## src/pkg/rco_defines.svh

```systemverilog
// Purpose: register offsets, field positions and reset values of the
//          reference clock output divider
// Assumes: 32-bit APB data, one register per aligned word
// Notes:   definitions only
`ifndef RCO_DEFINES_SVH
`define RCO_DEFINES_SVH

// register byte offsets
`define RCO_OFS_CTRL 8'h00
`define RCO_OFS_STATUS 8'h04
`define RCO_OFS_PERIODS 8'h08

// control register field positions
`define RCO_CTRL_EN_BIT 7
`define RCO_CTRL_DUTY_HI 4
`define RCO_CTRL_DUTY_LO 3
`define RCO_CTRL_DIV_HI 2
`define RCO_CTRL_DIV_LO 0

// implemented control bits: 7 and 4..0
`define RCO_CTRL_WMASK 8'h9F
// reset: enable off, duty 50 percent, no division
`define RCO_CTRL_RESET 8'h10

// status register field positions
`define RCO_STAT_RUN_BIT 0
`define RCO_STAT_HOLD_BIT 1
`define RCO_STAT_WAVE_BIT 2
`define RCO_STAT_BYP_BIT 3
`define RCO_STAT_DIV_LO 8
`define RCO_STAT_DUTY_LO 11
`define RCO_STAT_CNT_LO 16

`endif

```

## src/pkg/rco_pkg.sv

```systemverilog
// Purpose: types shared by the reference clock output divider
// Assumes: nothing beyond the defines header
// Notes:   no constants here; offsets live in rco_defines.svh
package rco_pkg;

    // control register layout, bit 7 down to bit 0
    typedef struct packed {
        logic en;
        logic [1:0] rsvd;
        logic [1:0] duty;
        logic [2:0] div;
    } rco_ctrl_type;

    // phase lengths of one divided period
    typedef struct packed {
        logic [7:0] high;
        logic [6:0] term;
        logic bypass;
    } rco_phase_type;

    typedef enum logic [2:0] {
        RCO_IDLE = 3'b001,
        RCO_RUN = 3'b010,
        RCO_HOLD = 3'b100
    } rco_state_type;

endpackage

```

## src/rco_duty_calc.sv

```systemverilog
// Purpose: turn divider and duty codes into phase lengths
// Assumes: codes come straight from the control register
// Notes:   purely combinational
`timescale 1ns/1ns
`default_nettype none

module rco_duty_calc (
    input wire logic [2:0] div,
    input wire logic [1:0] duty,
    output rco_pkg::rco_phase_type phase
);

    logic [7:0] ratio;
    logic [9:0] prod;

    // high phase is ratio * duty / 4, at least one cycle unless duty is 0
    always_comb begin
        ratio = 8'h01 << div;
        prod = 10'(ratio) * 10'(duty);
        phase.term = 7'(ratio - 8'h01);
        phase.bypass = (div == 3'h0);
        if (duty == 2'h0) begin
            phase.high = 8'h00;
        end else if (prod[9:2] == 8'h00) begin
            phase.high = 8'h01;
        end else begin
            phase.high = prod[9:2];
        end
    end

endmodule
`default_nettype wire

```

## src/rco_clk_gate.sv

```systemverilog
// Purpose: glitch-free output stage of the reference clock
// Assumes: enable and run change only just after a rising pclk edge
// Notes:   the bypass gate is retimed on the falling edge
`timescale 1ns/1ns
`default_nettype none

module rco_clk_gate (
    input wire logic pclk,
    input wire logic presetn,
    input wire logic enable,
    input wire logic run_bypass,
    input wire logic bypass,
    input wire logic wave,
    output logic clk_out
);

    logic gate_ff;
    logic nxt_gate;

    // gate opens only while pclk is low, so no first pulse is cut
    always_comb begin
        nxt_gate = run_bypass;
    end

    always_ff @(negedge pclk or negedge presetn) begin
        if (!presetn) begin
            gate_ff <= 1'b0;
        end else begin
            gate_ff <= nxt_gate;
        end
    end

    // dropping enable kills the output at once, mid period if need be
    always_comb begin
        if (!enable) begin
            clk_out = 1'b0;
        end else if (bypass) begin
            clk_out = pclk & gate_ff;
        end else begin
            clk_out = wave;
        end
    end

endmodule
`default_nettype wire

```

## src/rco_refclk_top.sv

```systemverilog
// Purpose: reference clock output divider with an APB control port
// Assumes: pclk is the system clock; sys_sleep marks the clock stopping
// Notes:   zero wait state APB slave; output is also fed internally
//
// Register access over APB and the placing of the registers are this design's own decisions.
`timescale 1ns/1ns
`default_nettype none
`include "rco_defines.svh"

////////////////////////////////////////////////////////////////////////////
// Contract
// output derived from the system clock only
// enabling starts output without glitch
// disabling stops output immediately
// divider code n divides by two power n
// duty codes 11,10,01 give 75,50,25 percent; divider code 1 gives 50 percent for all three
// duty code 00 keeps output low
// undivided setting follows system clock, ignores duty
// reset gives disabled, 50 percent, no division
// software changes settings only while disabled
// sleep holds the output at its level
// enable is bit 7, read-write
// duty bits 4-3, divider bits 2-0, read-write
// bits 6-5 ignore writes, read zero
// generated clock also drives internal peripherals
// settings latched at period restart, counter phases
module rco_refclk_top (
    input wire logic pclk,
    input wire logic presetn,
    input wire logic psel,
    input wire logic penable,
    input wire logic pwrite,
    input wire logic [7:0] paddr,
    input wire logic [31:0] pwdata,
    input wire logic [3:0] pstrb,
    output logic [31:0] prdata,
    output logic pready,
    output logic pslverr,
    input wire logic sys_sleep,
    output logic ref_clock_out_pin,
    output logic refclk_internal_src
);

    ////////////////////////////////////////////////////////////////////////
    // declarations

    rco_pkg::rco_ctrl_type ctrl_ff;
    rco_pkg::rco_ctrl_type nxt_ctrl;
    logic [31:0] prdata_ff;
    logic [31:0] nxt_prdata;

    rco_pkg::rco_state_type state_ff;
    rco_pkg::rco_state_type nxt_state;
    logic [6:0] cnt_ff;
    logic [6:0] nxt_cnt;
    logic wave_ff;
    logic nxt_wave;
    logic [7:0] lat_high_ff;
    logic [7:0] nxt_lat_high;
    logic [6:0] lat_term_ff;
    logic [6:0] nxt_lat_term;
    logic lat_bypass_ff;
    logic nxt_lat_bypass;
    logic [2:0] lat_div_ff;
    logic [2:0] nxt_lat_div;
    logic [1:0] lat_duty_ff;
    logic [1:0] nxt_lat_duty;
    logic [15:0] periods_ff;
    logic [15:0] nxt_periods;

    rco_pkg::rco_phase_type new_phase;
    logic setup_phase;
    logic access_phase;
    logic addr_hit;
    logic [31:0] status_word;
    logic [6:0] cnt_inc;
    logic clk_out;

    ////////////////////////////////////////////////////////////////////////
    // apb decode

    // setup cycle prepares read data; access cycle commits writes
    assign setup_phase = psel & ~penable;
    assign access_phase = psel & penable;

    // only the three words below answer without error
    always_comb begin
        case (paddr)
            `RCO_OFS_CTRL: addr_hit = 1'b1;
            `RCO_OFS_STATUS: addr_hit = 1'b1;
            `RCO_OFS_PERIODS: addr_hit = 1'b1;
            default: addr_hit = 1'b0;
        endcase
    end

    // no wait states; unmapped words flag an error in the access cycle
    assign pready = 1'b1;
    assign pslverr = access_phase & ~addr_hit;
    assign prdata = prdata_ff;

    ////////////////////////////////////////////////////////////////////////
    // status word

    // live view of the generator for software
    always_comb begin
        status_word = 32'h0000_0000;
        status_word[`RCO_STAT_RUN_BIT] = (state_ff == rco_pkg::RCO_RUN);
        status_word[`RCO_STAT_HOLD_BIT] = (state_ff == rco_pkg::RCO_HOLD);
        status_word[`RCO_STAT_WAVE_BIT] = wave_ff;
        status_word[`RCO_STAT_BYP_BIT] = lat_bypass_ff;
        status_word[`RCO_STAT_DIV_LO +: 3] = lat_div_ff;
        status_word[`RCO_STAT_DUTY_LO +: 2] = lat_duty_ff;
        status_word[`RCO_STAT_CNT_LO +: 7] = cnt_ff;
    end

    ////////////////////////////////////////////////////////////////////////
    // control register and read data

    // byte lane 0 carries the whole control register
    always_comb begin
        nxt_ctrl = ctrl_ff;
        nxt_prdata = prdata_ff;
        if (access_phase && pwrite && pstrb[0] &&
            paddr == `RCO_OFS_CTRL) begin
            // unimplemented bits never store a one
            nxt_ctrl = rco_pkg::rco_ctrl_type'(pwdata[7:0] &
                `RCO_CTRL_WMASK); // see R11
        end
        if (setup_phase && !pwrite) begin
            case (paddr)
                `RCO_OFS_CTRL: begin
                    // reserved bits read zero
                    nxt_prdata = {24'h00_0000,
                        8'(ctrl_ff) & `RCO_CTRL_WMASK};
                end
                `RCO_OFS_STATUS: begin
                    nxt_prdata = status_word;
                end
                `RCO_OFS_PERIODS: begin
                    nxt_prdata = {16'h0000, periods_ff};
                end
                default: begin
                    nxt_prdata = 32'h0000_0000;
                end
            endcase
        end
    end

    // reset value: disabled, duty 50 percent, divide by one
    always_ff @(posedge pclk or negedge presetn) begin
        if (!presetn) begin
            ctrl_ff <= rco_pkg::rco_ctrl_type'(`RCO_CTRL_RESET);
            prdata_ff <= 32'h0000_0000;
        end else begin
            ctrl_ff <= nxt_ctrl;
            prdata_ff <= nxt_prdata;
        end
    end

    ////////////////////////////////////////////////////////////////////////
    // phase lengths of the settings software holds now

    // divide by two to the power of the divider code
    rco_duty_calc u_calc (
        .div(ctrl_ff.div),
        .duty(ctrl_ff.duty),
        .phase(new_phase)
    );

    assign cnt_inc = cnt_ff + 7'h01;

    ////////////////////////////////////////////////////////////////////////
    // divider state machine

    // counter on pclk makes each high and low phase, see R1
    always_comb begin
        nxt_state = state_ff;
        nxt_cnt = cnt_ff;
        nxt_wave = wave_ff;
        nxt_lat_high = lat_high_ff;
        nxt_lat_term = lat_term_ff;
        nxt_lat_bypass = lat_bypass_ff;
        nxt_lat_div = lat_div_ff;
        nxt_lat_duty = lat_duty_ff;
        nxt_periods = periods_ff;
        case (state_ff)
            rco_pkg::RCO_IDLE: begin
                nxt_cnt = 7'h00;
                nxt_wave = 1'b0;
                nxt_periods = 16'h0000;
                if (ctrl_ff.en && !sys_sleep) begin
                    // start a fresh period with the new settings
                    nxt_state = rco_pkg::RCO_RUN;
                    nxt_lat_high = new_phase.high;
                    nxt_lat_term = new_phase.term;
                    nxt_lat_bypass = new_phase.bypass;
                    nxt_lat_div = ctrl_ff.div;
                    nxt_lat_duty = ctrl_ff.duty;
                    // duty 00 never raises the divided output, see R5
                    nxt_wave = (new_phase.high != 8'h00);
                end
            end
            rco_pkg::RCO_RUN: begin
                if (!ctrl_ff.en) begin
                    // counter abandoned mid period
                    nxt_state = rco_pkg::RCO_IDLE;
                    nxt_cnt = 7'h00;
                    nxt_wave = 1'b0;
                end else if (sys_sleep) begin
                    // freeze everything where it stands
                    nxt_state = rco_pkg::RCO_HOLD;
                end else if (cnt_ff == lat_term_ff) begin
                    // period restarts: settings sampled here
                    nxt_cnt = 7'h00;
                    nxt_lat_high = new_phase.high;
                    nxt_lat_term = new_phase.term;
                    nxt_lat_bypass = new_phase.bypass;
                    nxt_lat_div = ctrl_ff.div;
                    nxt_lat_duty = ctrl_ff.duty;
                    nxt_wave = (new_phase.high != 8'h00); // see R5
                    nxt_periods = periods_ff + 16'h0001;
                end else begin
                    nxt_cnt = cnt_inc;
                    nxt_wave = ({1'b0, cnt_inc} < lat_high_ff);
                end
            end
            rco_pkg::RCO_HOLD: begin
                if (!ctrl_ff.en) begin
                    nxt_state = rco_pkg::RCO_IDLE;
                    nxt_cnt = 7'h00;
                    nxt_wave = 1'b0;
                end else if (!sys_sleep) begin
                    // clock back: continue the same period
                    nxt_state = rco_pkg::RCO_RUN;
                end
            end
            default: begin
                nxt_state = rco_pkg::RCO_IDLE;
                nxt_cnt = 7'h00;
                nxt_wave = 1'b0;
            end
        endcase
    end

    // state, counter and latched settings
    always_ff @(posedge pclk or negedge presetn) begin
        if (!presetn) begin
            state_ff <= rco_pkg::RCO_IDLE;
            cnt_ff <= 7'h00;
            wave_ff <= 1'b0;
            lat_high_ff <= 8'h00;
            lat_term_ff <= 7'h00;
            lat_bypass_ff <= 1'b1;
            lat_div_ff <= 3'h0;
            lat_duty_ff <= 2'h2;
            periods_ff <= 16'h0000;
        end else begin
            state_ff <= nxt_state;
            cnt_ff <= nxt_cnt;
            wave_ff <= nxt_wave;
            lat_high_ff <= nxt_lat_high;
            lat_term_ff <= nxt_lat_term;
            lat_bypass_ff <= nxt_lat_bypass;
            lat_div_ff <= nxt_lat_div;
            lat_duty_ff <= nxt_lat_duty;
            periods_ff <= nxt_periods;
        end
    end

    ////////////////////////////////////////////////////////////////////////
    // output stage

    // undivided setting passes pclk itself and ignores duty
    rco_clk_gate u_gate (
        .pclk(pclk),
        .presetn(presetn),
        .enable(ctrl_ff.en),
        .run_bypass(ctrl_ff.en & lat_bypass_ff &
            (state_ff == rco_pkg::RCO_RUN)),
        .bypass(lat_bypass_ff),
        .wave(wave_ff),
        .clk_out(clk_out)
    );

    // pin and internal source carry the same clock
    assign ref_clock_out_pin = clk_out;
    assign refclk_internal_src = clk_out;

endmodule
`default_nettype wire

```

## config.mk

```make
export PLATFORM = sky130hd
export DESIGN_NAME = rco_refclk_top
export DESIGN_NICKNAME = d
export VERILOG_FILES = /design/src/pkg/rco_pkg.sv /design/src/rco_duty_calc.sv /design/src/rco_clk_gate.sv /design/src/rco_refclk_top.sv
export VERILOG_INCLUDE_DIRS = /design/src /design/src/pkg
export SDC_FILE = /design/constraint.sdc
export NUM_CORES = 1
export LEC_CHECK = 0
export ABC_CLOCK_PERIOD_IN_PS = 2510
export BUFFER_PORTS_ARGS = -buffer_cell sky130_fd_sc_hd__buf_4
export CELL_PAD_IN_SITES_DETAIL_PLACEMENT = 1
export CELL_PAD_IN_SITES_GLOBAL_PLACEMENT = 1
export CORE_ASPECT_RATIO = 0.6
export CORE_MARGIN = 2
export CORE_UTILIZATION = 38
export DETAILED_ROUTE_END_ITERATION = 6
export GPL_TIMING_DRIVEN = 0
export PLACE_DENSITY_LB_ADDON = 0.1
export RECOVER_POWER = 25
export SETUP_SLACK_MARGIN = 0.5
export SYNTH_ARGS = -nofsm -noshare
export SYNTH_HDL_FRONTEND = slang
export SYNTH_SLANG_ARGS = --single-unit
```

## constraint.sdc

```tcl
create_clock -name pclk -period 2.51 [get_ports pclk]
set_input_delay 0.502 -clock pclk [delete_from_list [all_inputs] [get_ports pclk]]
set_output_delay 0.502 -clock pclk [all_outputs]
set_load 0.1 [all_outputs]
```

==> results.toml <==
[run_status]
status = "finished, violations left"
violations = "max-capacitance violations, max-slew violations, negative setup slack"

[synth]
synth_cells = 462
synth-seq-cells = 78
syn_area_sq_mm = 0.00436
synth_edf_count = 0
synthArstFlopShare_pct = 100
ys.flop_type = "dfrtp_1"
avgSynthCellArea_sq_um = 9.44
yosysWarnings = 0
ys_types = 54
synth-seq-area-share_pct = 44.9

[worst_setup_path]
cp_num_buf_inv = 4
r2r_slack_ns = -0.06
cpPeakStageDelay_ns = 0.40
startpoint_type = "flip-flop"
r2r_start = "ctrl_ff[3]$_DFFE_PN0P_"
cp_max_fo = 2
rr_worst_depth = 10
critPathMostFrequentCell = "clkbuf_16"
path_cells = "nand3_2, a21boi_4, clkbuf_16, clkbuf_16, buf_12, buf_16"
arrival_ns = 2.91
crit_slowest_cell = "dfrtn_1"
end_kind = "output port"
r2r_end = "lat_high_ff[5]$_DFFE_PN0P_"
critPathTopFamily = "buffers and inverters"
path_class = "flip-flop to output port"
crit_required_ns = 2.01

[sta]
layout_setup_ws_ns = -0.905
setup_viol = 5
rsz0062_at_grt = "yes"
maxSlewHeadroom_pct = -35.6
worst_pin_slew_ns = 2.03
fin_skew_ns = 0.0247
finalHoldViolCount = 0
hold_ws_ns = 0.282
drv_slew = 79

[detailed_routing]
antenna_left = 0
via_per_inst = 5.49
drtPass1Iterations = 4
wl_per_cell_um = 20.3
vias = 3964
routed_wl_um = 14600
drc = 0
drt_iter0_markers = 193

[pwr]
peakVddDrop_uv = 432
leakagePower_nw = 2.98
internal-power_mw = 2.50
seqPwrFrac_pct = 38.3
power.total_mw = 3.35
sw_frac_of_total_pct = 25.2
power.density_mw_per_mm2 = 502
clkPwrFrac_pct = 54.4
power.switching_mw = 0.845
combPwrFrac_pct = 7.3

[layout]
final_nets = 638
antenna_cells = 0
drive_above_1_share_pct = 41.9
area_growth_pct = 53.1
n_fill_cell = 1196
stdcell_count = 722

[floorplan]
die_w_um = 142
die_area_sq_mm = 0.0124
rows = 30
die_h_um = 87.0
core_area_sq_mm = 0.0113
io_pins = 86
start_util_pct = 38.7

[grt]
grt_start_max_net_pins = 79
grt_usage_pct = 24.2
grt_pass1_wl_um = 22300
grt_pass1_vias = 4063
gr-total-overflow = 0
antenna_found_initial = 0

[worst_hold_path]
min_from = "pwdata[7]"
hp-class = "primary input to flip-flop"
min_path_cells = 2
hold_end = "ctrl_ff[7]$_DFFE_PN0P_"

[placement]
place_inst = 660
gp_congestion = 0.852
dp_hpwl_um = 9130
pre_cts_slack_ns = -0.259
port_buffers = 45

[clock_network]
holdBufCountCts = 0
path_clk_slew_ns = 0.06
clock_latency_ns = 0.47
cts_tree = "done"

[flow_run]
max_cap_viol_count = 1
flip-flops by register name, summed over array words and instances, names as in the netlist:
signal	cells
lat_div_ff	3
state_ff	3
wave_ff	1
lat_term_ff	7
lat_bypass_ff	1
u_gate.gate_ff	1
lat_duty_ff	2
ctrl_ff	6
lat_high_ff	8
periods_ff	16
cnt_ff	7
prdata	23
through the flow:
stage	cell area, sq um	util [%]	setup TNS [ns]
final	6680	59.3	-2.16
after global routing	6680	59.3	-2.88
after CTS	6380	56.7	-1.84
after detailed placement	5050	44.9	-1.61
after global placement	5050	44.9	-1.11
after floorplan	4540	-	-0.959
cells in the final DEF, fill, tap and decap left out, types with 8 or more instances in the layout:
cell type  instances
a21oi_1            9
a22o_1            18
buf_4             77
buf_6             14
clkbuf_16         20
conb_1            11
dfrtp_1           68
ha_1               8
inv_1             11
nand2_1           39
nand3_1           10
nor2_1            42
nor4_4             9
o21ai_0           15
o21ai_1            8
xnor2_1           16
xor2_1            12
power by group through the flow:
stage	clock [mW]	sequential (mW)	combinational (mW)
after floorplan	0.000197	1.30	0.139
after global placement	0.000199	1.30	0.207
after detailed placement	0.000199	1.30	0.210
after CTS	1.84	1.28	0.237
after global routing	1.90	1.28	0.264
final	1.82	1.28	0.245
per-layer routing:
metal  up-vias  GRT usage (%)  share of wire (%)
li1       1829              -                  -
met5         -              0                  0
met2       104           34.3                 45
met1      2014           35.6                 49
met3        17           6.43                5.2
met4         0           8.73               0.92
logic make-up after synthesis:
| family | synth area share [%] |
|---|---|
| AOI/OAI and AO/OA | 14.8 |
| buffers and inverters | 5.25 |
| DFF | 44.9 |
| muxes | 3.41 |
| and+or+nand+nor | 20.1 |
| other | 0.172 |
| adders and majority gates | 4.76 |
| xor gates and xnor gates | 6.63 |
final cells by class:
type | count | area [sq um] | share of cell area (%)
multi-input combinational | 348 | 2920 | 43.8
sequential | 78 | 1960 | 29.4
timing repair buffer | 77 | 638 | 9.56
clock buffer | 22 | 538 | 8.06
buffer | 34 | 305 | 4.57
tap | 144 | 180 | 2.70
clock inverter | 8 | 87.6 | 1.31
inverter | 11 | 41.3 | 0.618
synth_stat cells, drive strengths merged, types with 2 or more instances:
master  count  share of area, %
nand2      53               4.6
mux2i       7               1.6
nor2b       3              0.43
nor4       10               1.7
o21ai      27               3.2
o211ai      2              0.34
and3        3              0.43
a21boi      2              0.34
conb        2              0.17
o21bai      2              0.34
nor3b       4              0.69
and2        2              0.29
a211oi      2              0.34
nor3        7              0.80
xnor2      18               3.6
a22oi       6               1.0
dfstp       4               2.4
nand3      12               1.4
nor2       51               4.4
o31ai       8               1.4
a21oi      13               1.5
o21a        6               1.0
dfrtp      73                42
nor4b       3              0.60
or3         5              0.72
inv        11              0.95
a21o        3              0.52
or2         5              0.72
a22o       18               3.6
nand4       5              0.72
clkbuf     17               1.5
buf        17               2.8
mux2        7               1.8
nand2b     11               1.6
ha         15               4.3
xor2       15               3.0
worst reg2reg max path: stages (launching register included):
cell     delay, ns
dfrtp_1       0.33
buf_2         0.27
nand2_2       0.16
nor2_1        0.16
ha_2          0.33
and2_1        0.17
a22o_1        0.22
buf_4         0.15
o21a_1        0.21
or4_4         0.43
o21ai_2       0.07
worst max path at each step:
stage / end / slack [ns] / start / depth (start not counted)
after floorplan: refclk_internal_src / -0.61 / u_gate.gate_ff$_DFF_NN0_ / 3
after global placement: refclk_internal_src / -0.26 / u_gate.gate_ff$_DFF_NN0_ / 4
after detailed placement: refclk_internal_src / -0.26 / u_gate.gate_ff$_DFF_NN0_ / 4
after CTS: refclk_internal_src / -0.93 / u_gate.gate_ff$_DFF_NN0_ / 6
after global routing: refclk_internal_src / -0.96 / u_gate.gate_ff$_DFF_NN0_ / 6
final: refclk_internal_src / -0.90 / u_gate.gate_ff$_DFF_NN0_ / 6
repair_timing:
action                                  in CTS  in global routing
pin swaps                                   43                 29
gates cloned                                 0                  1
gates resized for setup                    121                 54
endpoints found under the setup margin      58                 43
buffers inserted                            28                  6
(Power assumes the default switching activity.)
